### config.mk
export PLATFORM = sky130hd
export DESIGN_NAME = dcmt_timer
export DESIGN_NICKNAME = d
export VERILOG_FILES = /design/src/core/dcmt_pkg.sv /design/src/core/dcmt_prescaler.sv /design/src/core/dcmt_timer.sv
export VERILOG_INCLUDE_DIRS = /design/src /design/src/core
export SDC_FILE = /design/constraint.sdc
export NUM_CORES = 1
export LEC_CHECK = 0
export ABC_AREA = 1
export BUFFER_PORTS_ARGS = -buffer_cell sky130_fd_sc_hd__buf_2
export CORE_ASPECT_RATIO = 1.75
export CORE_MARGIN = 5
export CORE_UTILIZATION = 52
export CTS_CLUSTER_DIAMETER = 60
export CTS_CLUSTER_SIZE = 12
export DETAILED_ROUTE_END_ITERATION = 16
export PLACE_DENSITY_LB_ADDON = 0.3
export SLEW_MARGIN = 10
export SYNTH_ARGS = -nofsm -noshare
export SYNTH_HDL_FRONTEND = slang
export SYNTH_SLANG_ARGS = --single-unit
### constraint.sdc
create_clock -name clk_sys -period 1.7 [get_ports clk_sys]
set_input_delay 0.255 -clock clk_sys [delete_from_list [all_inputs] [get_ports clk_sys]]
set_output_delay 0.255 -clock clk_sys [all_outputs]
set_load 0.01 [all_outputs]
### src/core/dcmt_map.svh
`ifndef DCMT_MAP_SVH
`define DCMT_MAP_SVH

// bus word addresses of the registers
`define DCMT_IDX_START      32'hFFFF83D0
`define DCMT_IDX_CSR0       32'hFFFF83D2
`define DCMT_IDX_CNT0       32'hFFFF83D4
`define DCMT_IDX_COR0       32'hFFFF83D6
`define DCMT_IDX_CSR1       32'hFFFF83D8
`define DCMT_IDX_CNT1       32'hFFFF83DA
`define DCMT_IDX_COR1       32'hFFFF83DC
`define DCMT_IDX_IRQ_STAT   32'hFFFF83E0
`define DCMT_IDX_IRQ_MASK   32'hFFFF83E2

// select vector positions
`define DCMT_SEL_START      0
`define DCMT_SEL_CH_BASE    1
`define DCMT_SEL_CH_STRIDE  3
`define DCMT_SEL_CSR        0
`define DCMT_SEL_CNT        1
`define DCMT_SEL_COR        2
`define DCMT_SEL_CSR0       (`DCMT_SEL_CH_BASE + `DCMT_SEL_CSR)
`define DCMT_SEL_CNT0       (`DCMT_SEL_CH_BASE + `DCMT_SEL_CNT)
`define DCMT_SEL_COR0       (`DCMT_SEL_CH_BASE + `DCMT_SEL_COR)
`define DCMT_SEL_CSR1       (`DCMT_SEL_CH_BASE + `DCMT_SEL_CH_STRIDE + `DCMT_SEL_CSR)
`define DCMT_SEL_CNT1       (`DCMT_SEL_CH_BASE + `DCMT_SEL_CH_STRIDE + `DCMT_SEL_CNT)
`define DCMT_SEL_COR1       (`DCMT_SEL_CH_BASE + `DCMT_SEL_CH_STRIDE + `DCMT_SEL_COR)
`define DCMT_SEL_IRQ_STAT   7
`define DCMT_SEL_IRQ_MASK   8
`define DCMT_SEL_W          9

// control/status field positions
`define DCMT_FLAG_BIT       7
`define DCMT_IE_BIT         6
`define DCMT_CKS_HI         1
`define DCMT_CKS_LO         0

// reset values
`define DCMT_CNT_RST        16'h0000
`define DCMT_COR_RST        16'hFFFF
`define DCMT_ZERO16         16'h0000

// prescaler taps: log2 of divide ratios 8, 32, 128, 512
`define DCMT_DIV_W          9
`define DCMT_TAP0_LOG2      3
`define DCMT_TAP1_LOG2      5
`define DCMT_TAP2_LOG2      7
`define DCMT_TAP3_LOG2      9
`define DCMT_NUM_TAPS       4

`endif

### src/core/dcmt_pkg.sv
package dcmt_pkg;

  typedef logic [15:0] dcmt_word_t;

  typedef enum logic [1:0] {
    DCMT_BUS_IDLE = 2'h1,
    DCMT_BUS_ACK  = 2'h2
  } dcmt_bus_e;

endpackage

### src/core/dcmt_prescaler.sv
`timescale 1ns/10ps
`include "dcmt_map.svh"

module dcmt_prescaler (
  input  wire logic                        clk_sys,
  input  wire logic                        srst,
  input  wire logic                        standby,
  output logic      [`DCMT_NUM_TAPS-1:0]   tap_tick
);

  logic [`DCMT_DIV_W-1:0]    div_reg;
  logic [`DCMT_NUM_TAPS-1:0] tap_tick_reg;

  function automatic int dcmt_tap_log2(input int idx);
    case (idx)
      0:       dcmt_tap_log2 = `DCMT_TAP0_LOG2;
      1:       dcmt_tap_log2 = `DCMT_TAP1_LOG2;
      2:       dcmt_tap_log2 = `DCMT_TAP2_LOG2;
      default: dcmt_tap_log2 = `DCMT_TAP3_LOG2;
    endcase
  endfunction

  always_ff @(posedge clk_sys) begin
    if (srst || standby) begin
      div_reg <= '0;
    end else begin
      div_reg <= div_reg + `DCMT_DIV_W'(1);
    end
  end

  genvar i;
  generate
    for (i = 0; i < `DCMT_NUM_TAPS; i++) begin : g_tap
      localparam logic [`DCMT_DIV_W-1:0] TAP_MASK =
        `DCMT_DIV_W'((1 << dcmt_tap_log2(i)) - 1);
      // one-cycle count enable, so the whole timer stays in clk_sys
      always_ff @(posedge clk_sys) begin
        if (srst || standby) begin
          tap_tick_reg[i] <= 1'b0;
        end else begin
          tap_tick_reg[i] <= ((div_reg & TAP_MASK) == TAP_MASK);
        end
      end
    end
  endgenerate

  assign tap_tick = tap_tick_reg;

  a_tap0_period:
    assert property (@(posedge clk_sys) disable iff (srst || standby)
      tap_tick_reg[0] |=> !tap_tick_reg[0] [*7] ##1 tap_tick_reg[0])
    else $error("divide-by-8 tick not periodic");

endmodule

### src/core/dcmt_timer.sv
// Operation
// two independent channels, each with a 16-bit counter and own interrupt request
// clock select bits 1:0 pick clock divided by 8, 32, 128 or 512
// start register bit 1 runs channel 1, bit 0 runs channel 0
// reserved bits of start and control registers read as zero
// running counter increments once per selected prescaled tick
// on counter equal to constant, clear counter and set match flag
// match flag cleared only by writing 0 after reading 1; writing 1 ignored
// interrupt request raised while match flag and enable bit are both set
// counter is fully readable and writable by software
// constant register sets the match value and so the period
// reset and standby zero start, control and counter registers
// reset and standby set constant registers to all ones
// after a match clear the counter keeps counting from zero
// match fires on the next tick after equality is reached
// clear beats counter write; counter write beats increment
// prescaler gives one-cycle enables so everything runs on clk_sys
`timescale 1ns/10ps
`include "dcmt_map.svh"

module dcmt_timer (
  input  wire logic        clk_sys,
  input  wire logic        srst,
  input  wire logic        standby,
  input  wire logic [31:0] avs_address,
  input  wire logic        avs_read,
  input  wire logic        avs_write,
  input  wire logic [31:0] avs_writedata,
  input  wire logic [3:0]  avs_byteenable,
  output logic      [31:0] avs_readdata,
  output logic             avs_waitrequest,
  output logic      [1:0]  match_irq,
  output logic             irq
);

  localparam int NUM_CH = 2;

  dcmt_pkg::dcmt_bus_e                bus_state_reg;
  dcmt_pkg::dcmt_bus_e                bus_state_next;
  logic [`DCMT_SEL_W-1:0]             sel;
  logic                               bus_req;
  logic                               wr_fire;
  logic                               rd_fire;
  logic [31:0]                        readdata_reg;
  dcmt_pkg::dcmt_word_t               read_mux;
  logic [`DCMT_NUM_TAPS-1:0]          tap_tick;
  logic                               init;

  logic [NUM_CH-1:0]                  run_reg;
  logic [NUM_CH-1:0][15:0]            cnt_reg;
  logic [NUM_CH-1:0][15:0]            cor_reg;
  logic [NUM_CH-1:0]                  flag_reg;
  logic [NUM_CH-1:0]                  armed_reg;
  logic [NUM_CH-1:0]                  ie_reg;
  logic [NUM_CH-1:0][1:0]             cks_reg;
  logic [NUM_CH-1:0]                  irq_stat_reg;
  logic [NUM_CH-1:0]                  irq_mask_reg;
  logic [NUM_CH-1:0]                  tick;
  logic [NUM_CH-1:0]                  match;
  logic [NUM_CH-1:0]                  wr_csr;
  logic [NUM_CH-1:0]                  wr_cnt;
  logic [NUM_CH-1:0]                  wr_cor;
  logic [NUM_CH-1:0]                  rd_csr;

  // one-hot register select; shared by the read mux and the write strobes
  function automatic logic [`DCMT_SEL_W-1:0] dcmt_decode(input logic [31:0] addr);
    dcmt_decode = '0;
    case (addr)
      `DCMT_IDX_START:    dcmt_decode[`DCMT_SEL_START] = 1'b1;
      `DCMT_IDX_CSR0:     dcmt_decode[`DCMT_SEL_CSR0] = 1'b1;
      `DCMT_IDX_CNT0:     dcmt_decode[`DCMT_SEL_CNT0] = 1'b1;
      `DCMT_IDX_COR0:     dcmt_decode[`DCMT_SEL_COR0] = 1'b1;
      `DCMT_IDX_CSR1:     dcmt_decode[`DCMT_SEL_CSR1] = 1'b1;
      `DCMT_IDX_CNT1:     dcmt_decode[`DCMT_SEL_CNT1] = 1'b1;
      `DCMT_IDX_COR1:     dcmt_decode[`DCMT_SEL_COR1] = 1'b1;
      `DCMT_IDX_IRQ_STAT: dcmt_decode[`DCMT_SEL_IRQ_STAT] = 1'b1;
      `DCMT_IDX_IRQ_MASK: dcmt_decode[`DCMT_SEL_IRQ_MASK] = 1'b1;
      default:            dcmt_decode = '0;
    endcase
  endfunction

  // byte lanes 0 and 1 carry the 16-bit registers; lanes 2 and 3 are ignored
  function automatic dcmt_pkg::dcmt_word_t dcmt_merge(input dcmt_pkg::dcmt_word_t old,
                                                      input logic [31:0] wd,
                                                      input logic [3:0]  be);
    dcmt_merge = old;
    if (be[0]) begin
      dcmt_merge[7:0] = wd[7:0];
    end
    if (be[1]) begin
      dcmt_merge[15:8] = wd[15:8];
    end
  endfunction

  assign init    = srst || standby;
  assign sel     = dcmt_decode(avs_address);
  assign bus_req = avs_read || avs_write;
  assign wr_fire = avs_write && (bus_state_reg == dcmt_pkg::DCMT_BUS_ACK);
  assign rd_fire = avs_read && (bus_state_reg == dcmt_pkg::DCMT_BUS_ACK);

  // every access takes exactly one wait cycle; readdata is registered meanwhile
  assign avs_waitrequest = bus_req && (bus_state_reg != dcmt_pkg::DCMT_BUS_ACK);
  assign avs_readdata    = readdata_reg;

  always_comb begin
    bus_state_next = bus_state_reg;
    case (bus_state_reg)
      dcmt_pkg::DCMT_BUS_IDLE: begin
        if (bus_req) begin
          bus_state_next = dcmt_pkg::DCMT_BUS_ACK;
        end
      end
      dcmt_pkg::DCMT_BUS_ACK: begin
        bus_state_next = dcmt_pkg::DCMT_BUS_IDLE;
      end
      default: begin
        bus_state_next = dcmt_pkg::DCMT_BUS_IDLE;
      end
    endcase
  end

  always_ff @(posedge clk_sys) begin
    if (srst) begin
      bus_state_reg <= dcmt_pkg::DCMT_BUS_IDLE;
    end else begin
      bus_state_reg <= bus_state_next;
    end
  end

  always_comb begin
    read_mux = `DCMT_ZERO16;
    if (sel[`DCMT_SEL_START]) begin
      read_mux[NUM_CH-1:0] = run_reg;
    end
    if (sel[`DCMT_SEL_IRQ_STAT]) begin
      read_mux[NUM_CH-1:0] = irq_stat_reg;
    end
    if (sel[`DCMT_SEL_IRQ_MASK]) begin
      read_mux[NUM_CH-1:0] = irq_mask_reg;
    end
    for (int c = 0; c < NUM_CH; c++) begin
      if (sel[`DCMT_SEL_CH_BASE + `DCMT_SEL_CH_STRIDE * c + `DCMT_SEL_CSR]) begin
        // bits 15:8 and 5:2 stay zero
        read_mux[`DCMT_FLAG_BIT] = flag_reg[c];
        read_mux[`DCMT_IE_BIT]   = ie_reg[c];
        read_mux[`DCMT_CKS_HI:`DCMT_CKS_LO] = cks_reg[c];
      end
      if (sel[`DCMT_SEL_CH_BASE + `DCMT_SEL_CH_STRIDE * c + `DCMT_SEL_CNT]) begin
        read_mux = cnt_reg[c];
      end
      if (sel[`DCMT_SEL_CH_BASE + `DCMT_SEL_CH_STRIDE * c + `DCMT_SEL_COR]) begin
        read_mux = cor_reg[c];
      end
    end
  end

  // unmapped reads return zero, unmapped writes are dropped
  always_ff @(posedge clk_sys) begin
    if (srst) begin
      readdata_reg <= 32'h00000000;
    end else if (avs_read && (bus_state_reg == dcmt_pkg::DCMT_BUS_IDLE)) begin
      readdata_reg <= {`DCMT_ZERO16, read_mux};
    end
  end

  always_ff @(posedge clk_sys) begin
    if (init) begin
      run_reg <= '0;
    end else if (wr_fire && sel[`DCMT_SEL_START] && avs_byteenable[0]) begin
      run_reg <= avs_writedata[NUM_CH-1:0];
    end
  end

  always_ff @(posedge clk_sys) begin
    if (init) begin
      irq_mask_reg <= '0;
    end else if (wr_fire && sel[`DCMT_SEL_IRQ_MASK] && avs_byteenable[0]) begin
      irq_mask_reg <= avs_writedata[NUM_CH-1:0];
    end
  end

  dcmt_prescaler u_prescaler (
    .clk_sys  (clk_sys),
    .srst     (srst),
    .standby  (standby),
    .tap_tick (tap_tick)
  );

  genvar ch;
  generate
    for (ch = 0; ch < NUM_CH; ch++) begin : g_ch
      localparam int SB = `DCMT_SEL_CH_BASE + `DCMT_SEL_CH_STRIDE * ch;

      assign wr_csr[ch] = wr_fire && sel[SB + `DCMT_SEL_CSR];
      assign wr_cnt[ch] = wr_fire && sel[SB + `DCMT_SEL_CNT];
      assign wr_cor[ch] = wr_fire && sel[SB + `DCMT_SEL_COR];
      assign rd_csr[ch] = rd_fire && sel[SB + `DCMT_SEL_CSR];

      assign tick[ch]  = run_reg[ch] && tap_tick[cks_reg[ch]];
      // equality alone does nothing: the match waits for the next tick
      assign match[ch] = tick[ch] && (cnt_reg[ch] == cor_reg[ch]);

      always_ff @(posedge clk_sys) begin
        if (init) begin
          cnt_reg[ch] <= `DCMT_CNT_RST;
        end else if (match[ch]) begin
          cnt_reg[ch] <= `DCMT_CNT_RST;
        end else if (wr_cnt[ch]) begin
          cnt_reg[ch] <= dcmt_merge(cnt_reg[ch], avs_writedata, avs_byteenable);
        end else if (tick[ch]) begin
          cnt_reg[ch] <= cnt_reg[ch] + 16'h0001;
        end
      end

      always_ff @(posedge clk_sys) begin
        if (init) begin
          cor_reg[ch] <= `DCMT_COR_RST;
        end else if (wr_cor[ch]) begin
          cor_reg[ch] <= dcmt_merge(cor_reg[ch], avs_writedata, avs_byteenable);
        end
      end

      always_ff @(posedge clk_sys) begin
        if (init) begin
          ie_reg[ch]  <= 1'b0;
          cks_reg[ch] <= 2'h0;
        end else if (wr_csr[ch] && avs_byteenable[0]) begin
          ie_reg[ch]  <= avs_writedata[`DCMT_IE_BIT];
          cks_reg[ch] <= avs_writedata[`DCMT_CKS_HI:`DCMT_CKS_LO];
        end
      end

      // a read that returned the flag as one arms the clear
      always_ff @(posedge clk_sys) begin
        if (init) begin
          armed_reg[ch] <= 1'b0;
        end else if (rd_csr[ch] && readdata_reg[`DCMT_FLAG_BIT]) begin
          armed_reg[ch] <= 1'b1;
        end else if (wr_csr[ch] && avs_byteenable[0] && !avs_writedata[`DCMT_FLAG_BIT]) begin
          armed_reg[ch] <= 1'b0;
        end
      end

      // a match in the cycle of the clearing write keeps the flag set
      always_ff @(posedge clk_sys) begin
        if (init) begin
          flag_reg[ch] <= 1'b0;
        end else if (match[ch]) begin
          flag_reg[ch] <= 1'b1;
        end else if (wr_csr[ch] && avs_byteenable[0] && armed_reg[ch]
                     && !avs_writedata[`DCMT_FLAG_BIT]) begin
          flag_reg[ch] <= 1'b0;
        end
      end

      always_ff @(posedge clk_sys) begin
        if (init) begin
          irq_stat_reg[ch] <= 1'b0;
        end else if (match[ch]) begin
          irq_stat_reg[ch] <= 1'b1;
        end else if (wr_fire && sel[`DCMT_SEL_IRQ_STAT] && avs_byteenable[0]
                     && avs_writedata[ch]) begin
          irq_stat_reg[ch] <= 1'b0;
        end
      end

      assign match_irq[ch] = flag_reg[ch] && ie_reg[ch];

      a_match_clears_cnt:
        assert property (@(posedge clk_sys) disable iff (init)
          match[ch] |=> (cnt_reg[ch] == `DCMT_CNT_RST) && flag_reg[ch])
        else $error("match did not clear counter and set flag");

      a_count_step:
        assert property (@(posedge clk_sys) disable iff (init)
          tick[ch] && !match[ch] && !wr_cnt[ch]
          |=> cnt_reg[ch] == $past(cnt_reg[ch]) + 16'h0001)
        else $error("counter did not step by one on tick");

      a_halt_holds:
        assert property (@(posedge clk_sys) disable iff (init)
          !run_reg[ch] && !wr_cnt[ch] |=> $stable(cnt_reg[ch]))
        else $error("halted counter changed");

      a_equal_waits:
        assert property (@(posedge clk_sys) disable iff (init)
          (cnt_reg[ch] == cor_reg[ch]) && !tick[ch] && !wr_cnt[ch]
          |=> $stable(cnt_reg[ch]) && !$rose(flag_reg[ch]))
        else $error("counter left match value without a tick");

      a_clear_beats_write:
        assert property (@(posedge clk_sys) disable iff (init)
          match[ch] && wr_cnt[ch] |=> cnt_reg[ch] == `DCMT_CNT_RST)
        else $error("counter write beat match clear");

      a_write_beats_inc:
        assert property (@(posedge clk_sys) disable iff (init)
          wr_cnt[ch] && tick[ch] && !match[ch] && (avs_byteenable[1:0] == 2'h3)
          |=> cnt_reg[ch] == $past(avs_writedata[15:0]))
        else $error("increment beat counter write");

      a_flag_needs_arm:
        assert property (@(posedge clk_sys) disable iff (init)
          flag_reg[ch] && (!armed_reg[ch] || avs_writedata[`DCMT_FLAG_BIT])
          |=> flag_reg[ch])
        else $error("flag cleared without read-then-write-zero");

      a_irq_follows:
        assert property (@(posedge clk_sys) disable iff (init)
          match[ch] && ie_reg[ch] && !wr_csr[ch] |=> match_irq[ch])
        else $error("enabled match raised no request");

      a_flag_on_match:
        assert property (@(posedge clk_sys) disable iff (init)
          $rose(flag_reg[ch]) |-> $past(match[ch]))
        else $error("flag rose without a match tick");

      // the status copy must see every match, also one that lands on a clear
      a_status_on_match:
        assert property (@(posedge clk_sys) disable iff (init)
          match[ch] |=> irq_stat_reg[ch])
        else $error("match did not set status");

      a_init_values:
        assert property (@(posedge clk_sys)
          init |=> (cor_reg[ch] == `DCMT_COR_RST) && (cnt_reg[ch] == `DCMT_CNT_RST)
                   && !flag_reg[ch] && !ie_reg[ch])
        else $error("initial register values wrong");
    end
  endgenerate

  assign irq = |(irq_stat_reg & irq_mask_reg);

  a_reserved_zero:
    assert property (@(posedge clk_sys) disable iff (init)
      rd_fire && (sel[`DCMT_SEL_START] || sel[`DCMT_SEL_CSR0] || sel[`DCMT_SEL_CSR1])
      |-> (avs_readdata[15:8] == 8'h00) && (avs_readdata[5:2] == 4'h0))
    else $error("reserved bits read nonzero");

  a_one_wait: // bus answers after one wait cycle
    assert property (@(posedge clk_sys) disable iff (srst)
      $rose(bus_req) && avs_waitrequest |=> !avs_waitrequest)
    else $error("bus answer not after one wait cycle");

endmodule

Yosys cells after proc, flatten, opt, wreduce, memory -nomap -nowiden
Index checks and enable logic that the tools add are counted.
{"block": "classes", "addsub": 3, "magnitude_cmp": 2, "n_eq_ne": 22, "n_mux": 42, "n_bitwise": 2, "reduce_logical": 59}
{"op": "== test 32 bit (second input constant)", "count": 9}
{"op": "two-way mux 16 bit", "count": 8}
{"op": "logical AND 1 bit", "count": 36}
{"op": "adder 16 x 1 -> 16 bit (second input constant)", "count": 2}
{"op": "== test 16 bit", "count": 2}
{"op": "two-way mux 1 bit", "count": 23}
{"op": "two-way mux 8 bit", "count": 2}
{"op": "AND reduction 2 bit", "count": 8}
{"op": "nonzero test 2 bit", "count": 8}
{"op": "two-way mux 2 bit", "count": 7}
{"op": "!= test 2 bit (second input constant)", "count": 5}
{"op": "adder 9 x 1 -> 9 bit (second input constant)", "count": 1}
{"op": "== test 9 bit (second input constant)", "count": 1}
{"op": "OR reduction 2 bit", "count": 4}
{"op": "== test 7 bit (second input constant)", "count": 1}
{"op": "< comparator 2 x 3 -> 1 bit (second input constant)", "count": 2}
{"op": "== test 5 bit (second input constant)", "count": 1}
{"op": "binary-select mux 1 bit (select 2 bit)", "count": 2}
{"op": "== test 3 bit (second input constant)", "count": 1}
{"op": "bitwise AND 2 bit", "count": 1}
{"op": "== test 2 x 1 -> 1 bit (second input constant)", "count": 1}
{"op": "== test 2 bit (second input constant)", "count": 1}
{"op": "logical OR 1 bit", "count": 2}
{"op": "zero test 1 bit", "count": 1}
{"op": "inverter 1 bit", "count": 1}
{"block": "totals", "regBits": 111, "input_bits": 73, "out_inout_bits": 36, "word_cells": 157}

Depth between registers and ports, before layout
Gate-level depths: netlist of run 1.
{"block": "logic_depth", "depth_word": 11, "mapped_depth": 14}

Modules after synthesis
Synthesis of run 1 repeated with hierarchy kept, for this count alone.
{"block": "hier_totals", "hier_cells": 941, "area_unflattened_um2": 6448.7}
{"mod": "dcmt_timer", "n_inst": 1, "cells_per_inst": 876, "area_per_inst_um2": 5926.9, "seq_area_each_um2": 1961.9}
{"mod": "dcmt_prescaler", "n_inst": 1, "cells_per_inst": 65, "area_per_inst_um2": 521.8, "seq_area_each_um2": 260.2}

Worst setup path after synthesis of run 1
OpenSTA, ideal clock, no wires.
{"block": "synth_timing", "kind": "register to register", "startpoint": "register cnt_reg[16] (netlist name)", "endpoint": "register cnt_reg[30] (netlist name)", "arrival_ns": 1.611, "slack_ns": -0.028, "path_stages_with_launch": 12, "n_path_buf": 0, "cell_sequence": "dfxtp_1 ha_1 nand3_2 nor3_2 nand4_1 nor2_2 nand3_1 xnor2_1 nand2_1 o21ai_0 nor2_1 nor2_1"}
{"block": "synth_via", "elab_chain_cells": 3, "elab_cells_between_ends": 6, "cone_classes": "add/sub: 1; eq/ne: 1; mux: 2; reduce/logical: 2"}
{"item": "start: declaration", "line": "dcmt_timer.sv:50", "source": "logic [NUM_CH-1:0][15:0] cnt_reg;"}
{"item": "start signal: indexed assignment", "line": "dcmt_timer.sv:205", "source": "cnt_reg[ch] <= `DCMT_CNT_RST;"}
{"item": "start signal: indexed assignment", "line": "dcmt_timer.sv:207", "source": "cnt_reg[ch] <= `DCMT_CNT_RST;"}
{"item": "start signal: indexed assignment", "line": "dcmt_timer.sv:209", "source": "cnt_reg[ch] <= dcmt_merge(cnt_reg[ch], avs_writedata, avs_byteenable);"}
{"item": "adder 16 x 1 -> 16 bit / == test 16 bit (equally long branches)", "line": "dcmt_timer.sv:211, dcmt_timer.sv:201"}
{"item": "two-way mux 16 bit / logical AND 1 bit (equally long branches)", "line": "dcmt_timer.sv:210, dcmt_timer.sv:201"}
{"item": "two-way mux 16 bit / OR reduction 2 bit (equally long branches)"}
Several ways; a longest one is shown, not always the timed one. The select of a mux whose other input is x is not followed.
A chain may end at the register's enable or synchronous reset.

Worst setup path in the final report of run 1
{"block": "layout_timing", "startpoint": "register cnt_reg[0] (netlist name)", "endpoint": "register cnt_reg[12] (netlist name)"}
The elaborated chain is that of the path after synthesis.

==> flow_metrics.py, run 1 <==
metrics = {
    "status": {
        "status": "finished, violations left",
        "failed_checks": "negative setup slack",
    },
    "sta": {
        "drv_slew": 0,
        "hold_violations": 0,
        "fin_worst_skew_ns": 0.00943,
        "max_clock_freq_mhz": 522,
        "fin_setup_tns_ns": -4.32,
        "rsz0062_at_grt": "yes",
        "holdWs_ns": 0.202,
        "timing.final.ws_setup_ns": -0.216,
        "period_needed_ns": 1.92,
        "fin_crit_sh_pct": 113,
        "setup_viol": 35,
    },
    "drt": {
        "vias": 7603,
        "drcViolationCount": 0,
        "wl_per_cell_um": 19.0,
        "vias_per_cell": 5.79,
        "m1WireLength_um": 7760,
        "drt_iter0_drc": 690,
        "top_layer": "met4",
        "wl_met2_um": 12500,
        "wl_met3_um": 1920,
        "antenna_left": 0,
        "wl_um": 25000,
        "drtPass1Iterations": 9,
    },
    "finish": {
        "final_cell_mix": "nand2_1, buf_4, dfxtp_1, inv_1, nor2_1",
        "finalInstanceArea_um2": 9080,
        "area.growth.synth_to_final_pct": 40.1,
        "diodes": 0,
        "layout-drive-gt1-share_pct": 34.0,
        "final_cells": 1314,
        "mostFrequentLayoutCell": "nand2_1",
        "fin_util_pct": 73.4,
        "nNetsFinal": 1220,
        "num-fill-cells": 879,
    },
    "placed_design": {
        "dp.cells": 1260,
        "place_area_um2": 7750,
        "dp_slack_ns": -0.205,
        "portBuffers": 74,
        "routabilityCongestion": 0.968,
        "hpwl_um": 15700,
    },
    "global_routing": {
        "grt_usage_pct": 29.2,
        "overflow": 0,
        "grt_max_degree": 24,
        "antenna_found_initial": 0,
        "grt_pass1_wl_um": 33600,
        "grt_pass1_vias": 7016,
    },
    "worst_setup_path": {
        "end_kind": "register",
        "worst-setup-path-type": "reg2reg",
        "crit_fanout": 3,
        "crit_required_ns": 2.00,
        "start_kind": "register",
        "r2r_setup_slack_ns": -0.22,
        "critPathArrivalTime_ns": 2.22,
    },
    "power_and_ir_drop": {
        "powerDensity_nw_per_um2": 576,
        "p_leak_nw": 3.93,
        "finalPower_mw": 5.23,
        "peakVddDrop_mv": 0.501,
    },
    "cts": {
        "cts_tree": "built",
        "clk_latency_ns": 0.36,
        "cts_made_buffers": 9,
        "clockBufferDepth": 2,
        "cts.sink_count": 111,
        "holdBufCountCts": 0,
        "root_buffer": "clkbuf_16",
        "h-tree-depth": 3,
        "clk_pin_slew_ns": 0.08,
    },
    "die": {
        "start_util_pct": 52.4,
        "ios": 109,
        "die_w_um": 94.4,
        "rows": 54,
        "dieArea_um2": 14900,
        "die-height_um": 158,
        "core_um2": 12400,
    },
    "synthesis": {
        "synthCells": 940,
        "synth_cell_types": 51,
        "syn_area_um2": 6480,
        "avgSynthCellArea_um2": 6.89,
        "synth-seq-cells": 111,
        "synth_async_sr_flop_share_pct": 0,
        "ys_warn_count": 0,
        "synth-main-ff-cell": "dfxtp_1",
        "synth_edf_count": 0,
        "ys_seq_area_share_pct": 34.3,
    },
    "run": {
        "drv_cap": 0,
    },
    "hold_path": {
        "min_path_type": "in2reg",
    },
}
[synthesized netlist by cell type (2+ instances only)]
| cell type | n | area share, % |
|---|---|---|
| clkbuf_1 | 15 | 0.87 |
| o211a_1 | 2 | 0.31 |
| inv_2 | 8 | 0.46 |
| xor2_1 | 21 | 2.8 |
| o2111ai_1 | 6 | 0.81 |
| nor4_1 | 4 | 0.39 |
| a21oi_1 | 67 | 5.2 |
| nand2_2 | 5 | 0.48 |
| o21ai_0 | 54 | 4.2 |
| nor3_1 | 14 | 1.1 |
| nor2_2 | 10 | 0.97 |
| a211oi_1 | 4 | 0.46 |
| buf_4 | 18 | 2.1 |
| buf_6 | 4 | 0.69 |
| inv_1 | 96 | 5.6 |
| o31ai_1 | 2 | 0.23 |
| nand2_1 | 234 | 14 |
| nand4_2 | 2 | 0.39 |
| o21ai_1 | 7 | 0.54 |
| dfxtp_1 | 111 | 34 |
| nor2_1 | 81 | 4.7 |
| buf_2 | 12 | 0.93 |
| nand3_1 | 42 | 3.2 |
| o22ai_1 | 4 | 0.39 |
| o211ai_1 | 34 | 3.9 |
| ha_1 | 6 | 1.2 |
| nand4_1 | 20 | 1.9 |
| nor2_4 | 3 | 0.52 |
| nand3_2 | 5 | 0.77 |
| nand2_4 | 5 | 0.87 |
| xnor2_1 | 24 | 3.2 |
[layout make-up]
cell class / instances / area (um^2) / share of cell area, %
Tap cell: 168 / 210 / 2.31
Clock buffer: 10 / 239 / 2.63
Timing Repair Buffer: 221 / 1700 / 18.8
Multi-Input combinational cell: 688 / 4150 / 45.7
Timing Repair inverter: 2 / 15.0 / 0.165
Sequential cell: 111 / 2250 / 24.8
Inverter: 108 / 439 / 4.84
Clock inverter: 6 / 72.6 / 0.799
[cells by family (layout without fill, tap and decap cells)]
| group | count (synthesis) | in the layout | share of synthesized area [%] |
|---|---|---|---|
| AOI/OAI and AO/OA | 183 | 183 | 16.4 |
| xor gates and xnor gates | 45 | 45 | 6.08 |
| and+or+nand+nor | 437 | 438 | 31.0 |
| adders and majority gates | 6 | 6 | 1.16 |
| other | 1 | 16 | 0.0579 |
| DFF | 111 | 111 | 34.3 |
| buffers and inverters | 157 | 347 | 11.0 |
[path summary, 6_finish.rpt]
kind,startpoint,to,cells past startpoint
worst max register to register,cnt_reg[0]$_SDFFE_PP0P_,cnt_reg[12]$_SDFFE_PP0P_,12
worst max-delay path,cnt_reg[0]$_SDFFE_PP0P_,cnt_reg[12]$_SDFFE_PP0P_,12
worst min register to register,u_prescaler.div_reg[0]$_SDFF_PP0_,u_prescaler.div_reg[0]$_SDFF_PP0_,1
worst min-delay path,standby,cor_reg[23]$_SDFFE_PP1P_,3
[worst max-delay path, stage by stage, from the launching register on]
cell,delay (ns)
dfxtp_4,0.38
ha_4,0.16
nand2_4,0.06
nor2_4,0.17
nand2_4,0.10
nor2_4,0.23
nand4_4,0.17
nor2_4,0.13
xor2_1,0.15
nand2_1,0.06
o21ai_1,0.07
nand2_1,0.06
a21oi_1,0.11
[metal layers]
layer,vias up,track usage (%)
li1,3453,-
met3,201,5.04
met4,0,24.8
met2,472,53.2
met5,-,0
met1,3477,27.7
[power breakdown]
part | internal, mW | leakage, nW | switching, mW
clock network | 1.20 | 0.150 | 1.06
registers | 2.60 | 0.903 | 0.00410
logic | 0.125 | 2.88 | 0.239
total | 3.92 | 3.93 | 1.30
[what timing repair did]
action | CTS | global route
gates resized for setup | 43 | 150
setup buffers | 7 | 27
pin swaps | 14 | 65
cloned | 1 | 6
endpoints found under the setup margin | 27 | 69
Power figures use the tool's default switching activity.
==> inputs of run 2 (changes only) <==
--- a/config.mk
+++ b/config.mk
@@ -8,13 +8,13 @@
 export LEC_CHECK = 0
 export ABC_AREA = 1
 export BUFFER_PORTS_ARGS = -buffer_cell sky130_fd_sc_hd__buf_2
-export CORE_ASPECT_RATIO = 1.75
 export CORE_MARGIN = 5
 export CORE_UTILIZATION = 52
 export CTS_CLUSTER_DIAMETER = 60
 export CTS_CLUSTER_SIZE = 12
 export DETAILED_ROUTE_END_ITERATION = 16
 export PLACE_DENSITY_LB_ADDON = 0.3
+export REMOVE_ABC_BUFFERS = 1
 export SLEW_MARGIN = 10
 export SYNTH_ARGS = -nofsm -noshare
 export SYNTH_HDL_FRONTEND = slang
==> run 2 against run 1 <==
  * The run still ends with negative setup slack left
  * First-iteration DRC count fell by 23%
  * Die area fell by 0.60%
  * Combinational power fell by 12%
  * Design area fell by 7.7%
  * Critical path depth did not move
  * Non-clock buffer count fell by 39
  * Via count fell by 11%
  * Utilization fell by 4.2 points
  * Highest routed layer unchanged
==> flow_metrics.py, run 2 (synthesized netlist as in run 1, its figures left out) <==
metrics = {
    "sta": {
        "fin_worst_skew_ns": 0.00643,
        "rsz0062_at_grt": "yes",
        "max_clock_freq_mhz": 549,
        "holdWs_ns": 0.247,
        "hold_violations": 0,
        "timing.final.ws_setup_ns": -0.121,
        "setup_viol": 14,
        "fin_crit_sh_pct": 107,
        "fin_setup_tns_ns": -0.583,
        "drv_slew": 0,
        "period_needed_ns": 1.82,
    },
    "worst_setup_path": {
        "cp_slowest_cell": "dfxtp_4",
        "r2r_start": "cnt_reg[17]$_SDFFE_PP0P_",
        "crit_required_ns": 1.99,
        "worstPathCellList": "buf_6, nand3_4, nor2_4, nand3_2, nor3_4, nand2_2, buf_6, xnor2_2, nand2_1, o21ai_1, nand2_1, a21oi_2",
        "critPathTopFamily": "simple AND/OR/NAND/NOR gates",
        "critPathArrivalTime_ns": 2.12,
        "r2r_setup_slack_ns": -0.12,
        "worst-setup-path-type": "reg2reg",
        "crit_fanout": 3,
        "start_kind": "register",
        "regToRegEndpoint": "cnt_reg[27]$_SDFFE_PP0P_",
        "end_kind": "register",
        "worst-path-buf-inv": 2,
        "slowest_delay_ns": 0.38,
        "r2r_cells": 12,
    },
    "power_and_ir_drop": {
        "finalPower_mw": 5.40,
        "p_leak_nw": 3.66,
        "powerDensity_nw_per_um2": 644,
        "peakVddDrop_mv": 0.473,
    },
    "cts": {
        "cts_made_buffers": 9,
        "clk_pin_slew_ns": 0.07,
        "clockBufferDepth": 2,
        "root_buffer": "clkbuf_16",
        "h-tree-depth": 3,
        "cts.sink_count": 111,
        "clk_latency_ns": 0.36,
        "cts_tree": "built",
    },
    "finish": {
        "layout-drive-gt1-share_pct": 26.7,
        "mostFrequentLayoutCell": "nand2_1",
        "final_cell_mix": "nand2_1, dfxtp_1, inv_1, buf_4, nor2_1",
        "num-fill-cells": 1022,
        "nNetsFinal": 1179,
        "fin_util_pct": 69.2,
        "diodes": 0,
        "area.growth.synth_to_final_pct": 29.3,
    },
    "run": {
        "drv_cap": 0,
    },
    "global_routing": {
        "overflow": 0,
        "grt_max_degree": 35,
        "antenna_found_initial": 0,
        "grt_pass1_wl_um": 29000,
        "grt_pass1_vias": 5914,
        "grt_usage_pct": 24.4,
    },
    "placed_design": {
        "portBuffers": 74,
        "hpwl_um": 13600,
        "dp_slack_ns": -0.161,
        "routabilityCongestion": 0.901,
    },
    "die": {
        "core_um2": 12100,
        "die_w_um": 122,
        "dieArea_um2": 14800,
        "rows": 40,
        "ios": 109,
        "die-height_um": 122,
        "start_util_pct": 53.5,
    },
    "status": {
        "failed_checks": "negative setup slack",
        "status": "finished, violations left",
    },
    "drt": {
        "drcViolationCount": 0,
        "vias": 6799,
        "vias_per_cell": 5.34,
        "wl_um": 18900,
        "drtPass1Iterations": 5,
        "drt_iter0_drc": 528,
        "wl_per_cell_um": 14.8,
        "antenna_left": 0,
    },
    "hold_path": {
        "min_path_type": "in2reg",
        "whs_path_depth": 3,
        "hold_end": "cor_reg[31]$_SDFFE_PP1P_",
        "hp-start": "avs_writedata[15]",
    },
}
==> run 2: cell types whose count changed in the layout (fill, tap and decap cells not counted), sizes merged <==
cell,change
buf,-37
clkbuf,-3
inv,-3
bufinv,+2
clkinv,+1
nand2,-1
==> run 2: area by class of cell <==
type / instances / area [um^2] / share of cell area [%]
inverter: 108 / 419 / 5.00
clock buffer: 9 / 225 / 2.69
sequential: 111 / 2240 / 26.7
tap: 168 / 210 / 2.51
clock inverter: 7 / 120 / 1.43
multi-input combinational: 687 / 3870 / 46.2
timing repair inverter: 1 / 6.26 / 0.0746
timing repair buffer: 182 / 1290 / 15.4
==> run 2: worst min-delay path, delay by kind of cell <==
family,cells,cell delay (ns)
buffers and inverters,2,0.21
AO/OA/AOI/OAI,1,0.09
==> run 2: worst max-delay path by stage <==
| stage | startpoint | endpoint | slack (ns) | cells after the start |
|---|---|---|---|---|
| 2_1_floorplan | srst | ie_reg[1]$_SDFFE_PP0N_ | -1.14 | 4 |
| 3_3_place_gp | avs_address[14] | cnt_reg[26]$_SDFFE_PP0P_ | -0.12 | 13 |
| 3_5_place_dp | avs_address[25] | avs_readdata[0]$_SDFFE_PP0P_ | -0.16 | 12 |
| 4_1_cts | cnt_reg[16]$_SDFFE_PP0P_ | cnt_reg[30]$_SDFFE_PP0P_ | -0.04 | 11 |
| 5_1_grt | cnt_reg[17]$_SDFFE_PP0P_ | cnt_reg[27]$_SDFFE_PP0P_ | -0.21 | 12 |
| 6_report | cnt_reg[17]$_SDFFE_PP0P_ | cnt_reg[27]$_SDFFE_PP0P_ | -0.12 | 12 |
==> run 2: stage by stage <==
step                cells  cell area [um^2]
floorplan             906              6240
global placement     1244              7620
detailed placement   1244              7620
CTS                  1270              8100
global route         1273              8380
finish               1273              8380
==> run 2: power by group <==
group          total, mW  switching (mW)  internal (mW)
logic              0.320           0.214          0.106
clock network       2.47            1.03           1.45
registers           2.60         0.00380           2.60
total               5.40            1.25           4.15
==> run 2: layer usage <==
layer	routed length [um]	vias to the layer above	GRT usage [%]
met3	1540	32	2.83
li1	-	3382	-
met1	8400	3088	35.3
met5	0	-	0
met2	8570	297	37.5
met4	354	0	8.40
==> run 2: repair_timing <==
action | in CTS | in global routing
gates cloned | 0 | 1
pin swaps | 6 | 38
setup endpoints to repair | 9 | 64
setup buffers | 10 | 3
gates resized for setup | 16 | 76
endpoints found under the hold margin | 0 | 0
hold buffers | 0 | 0
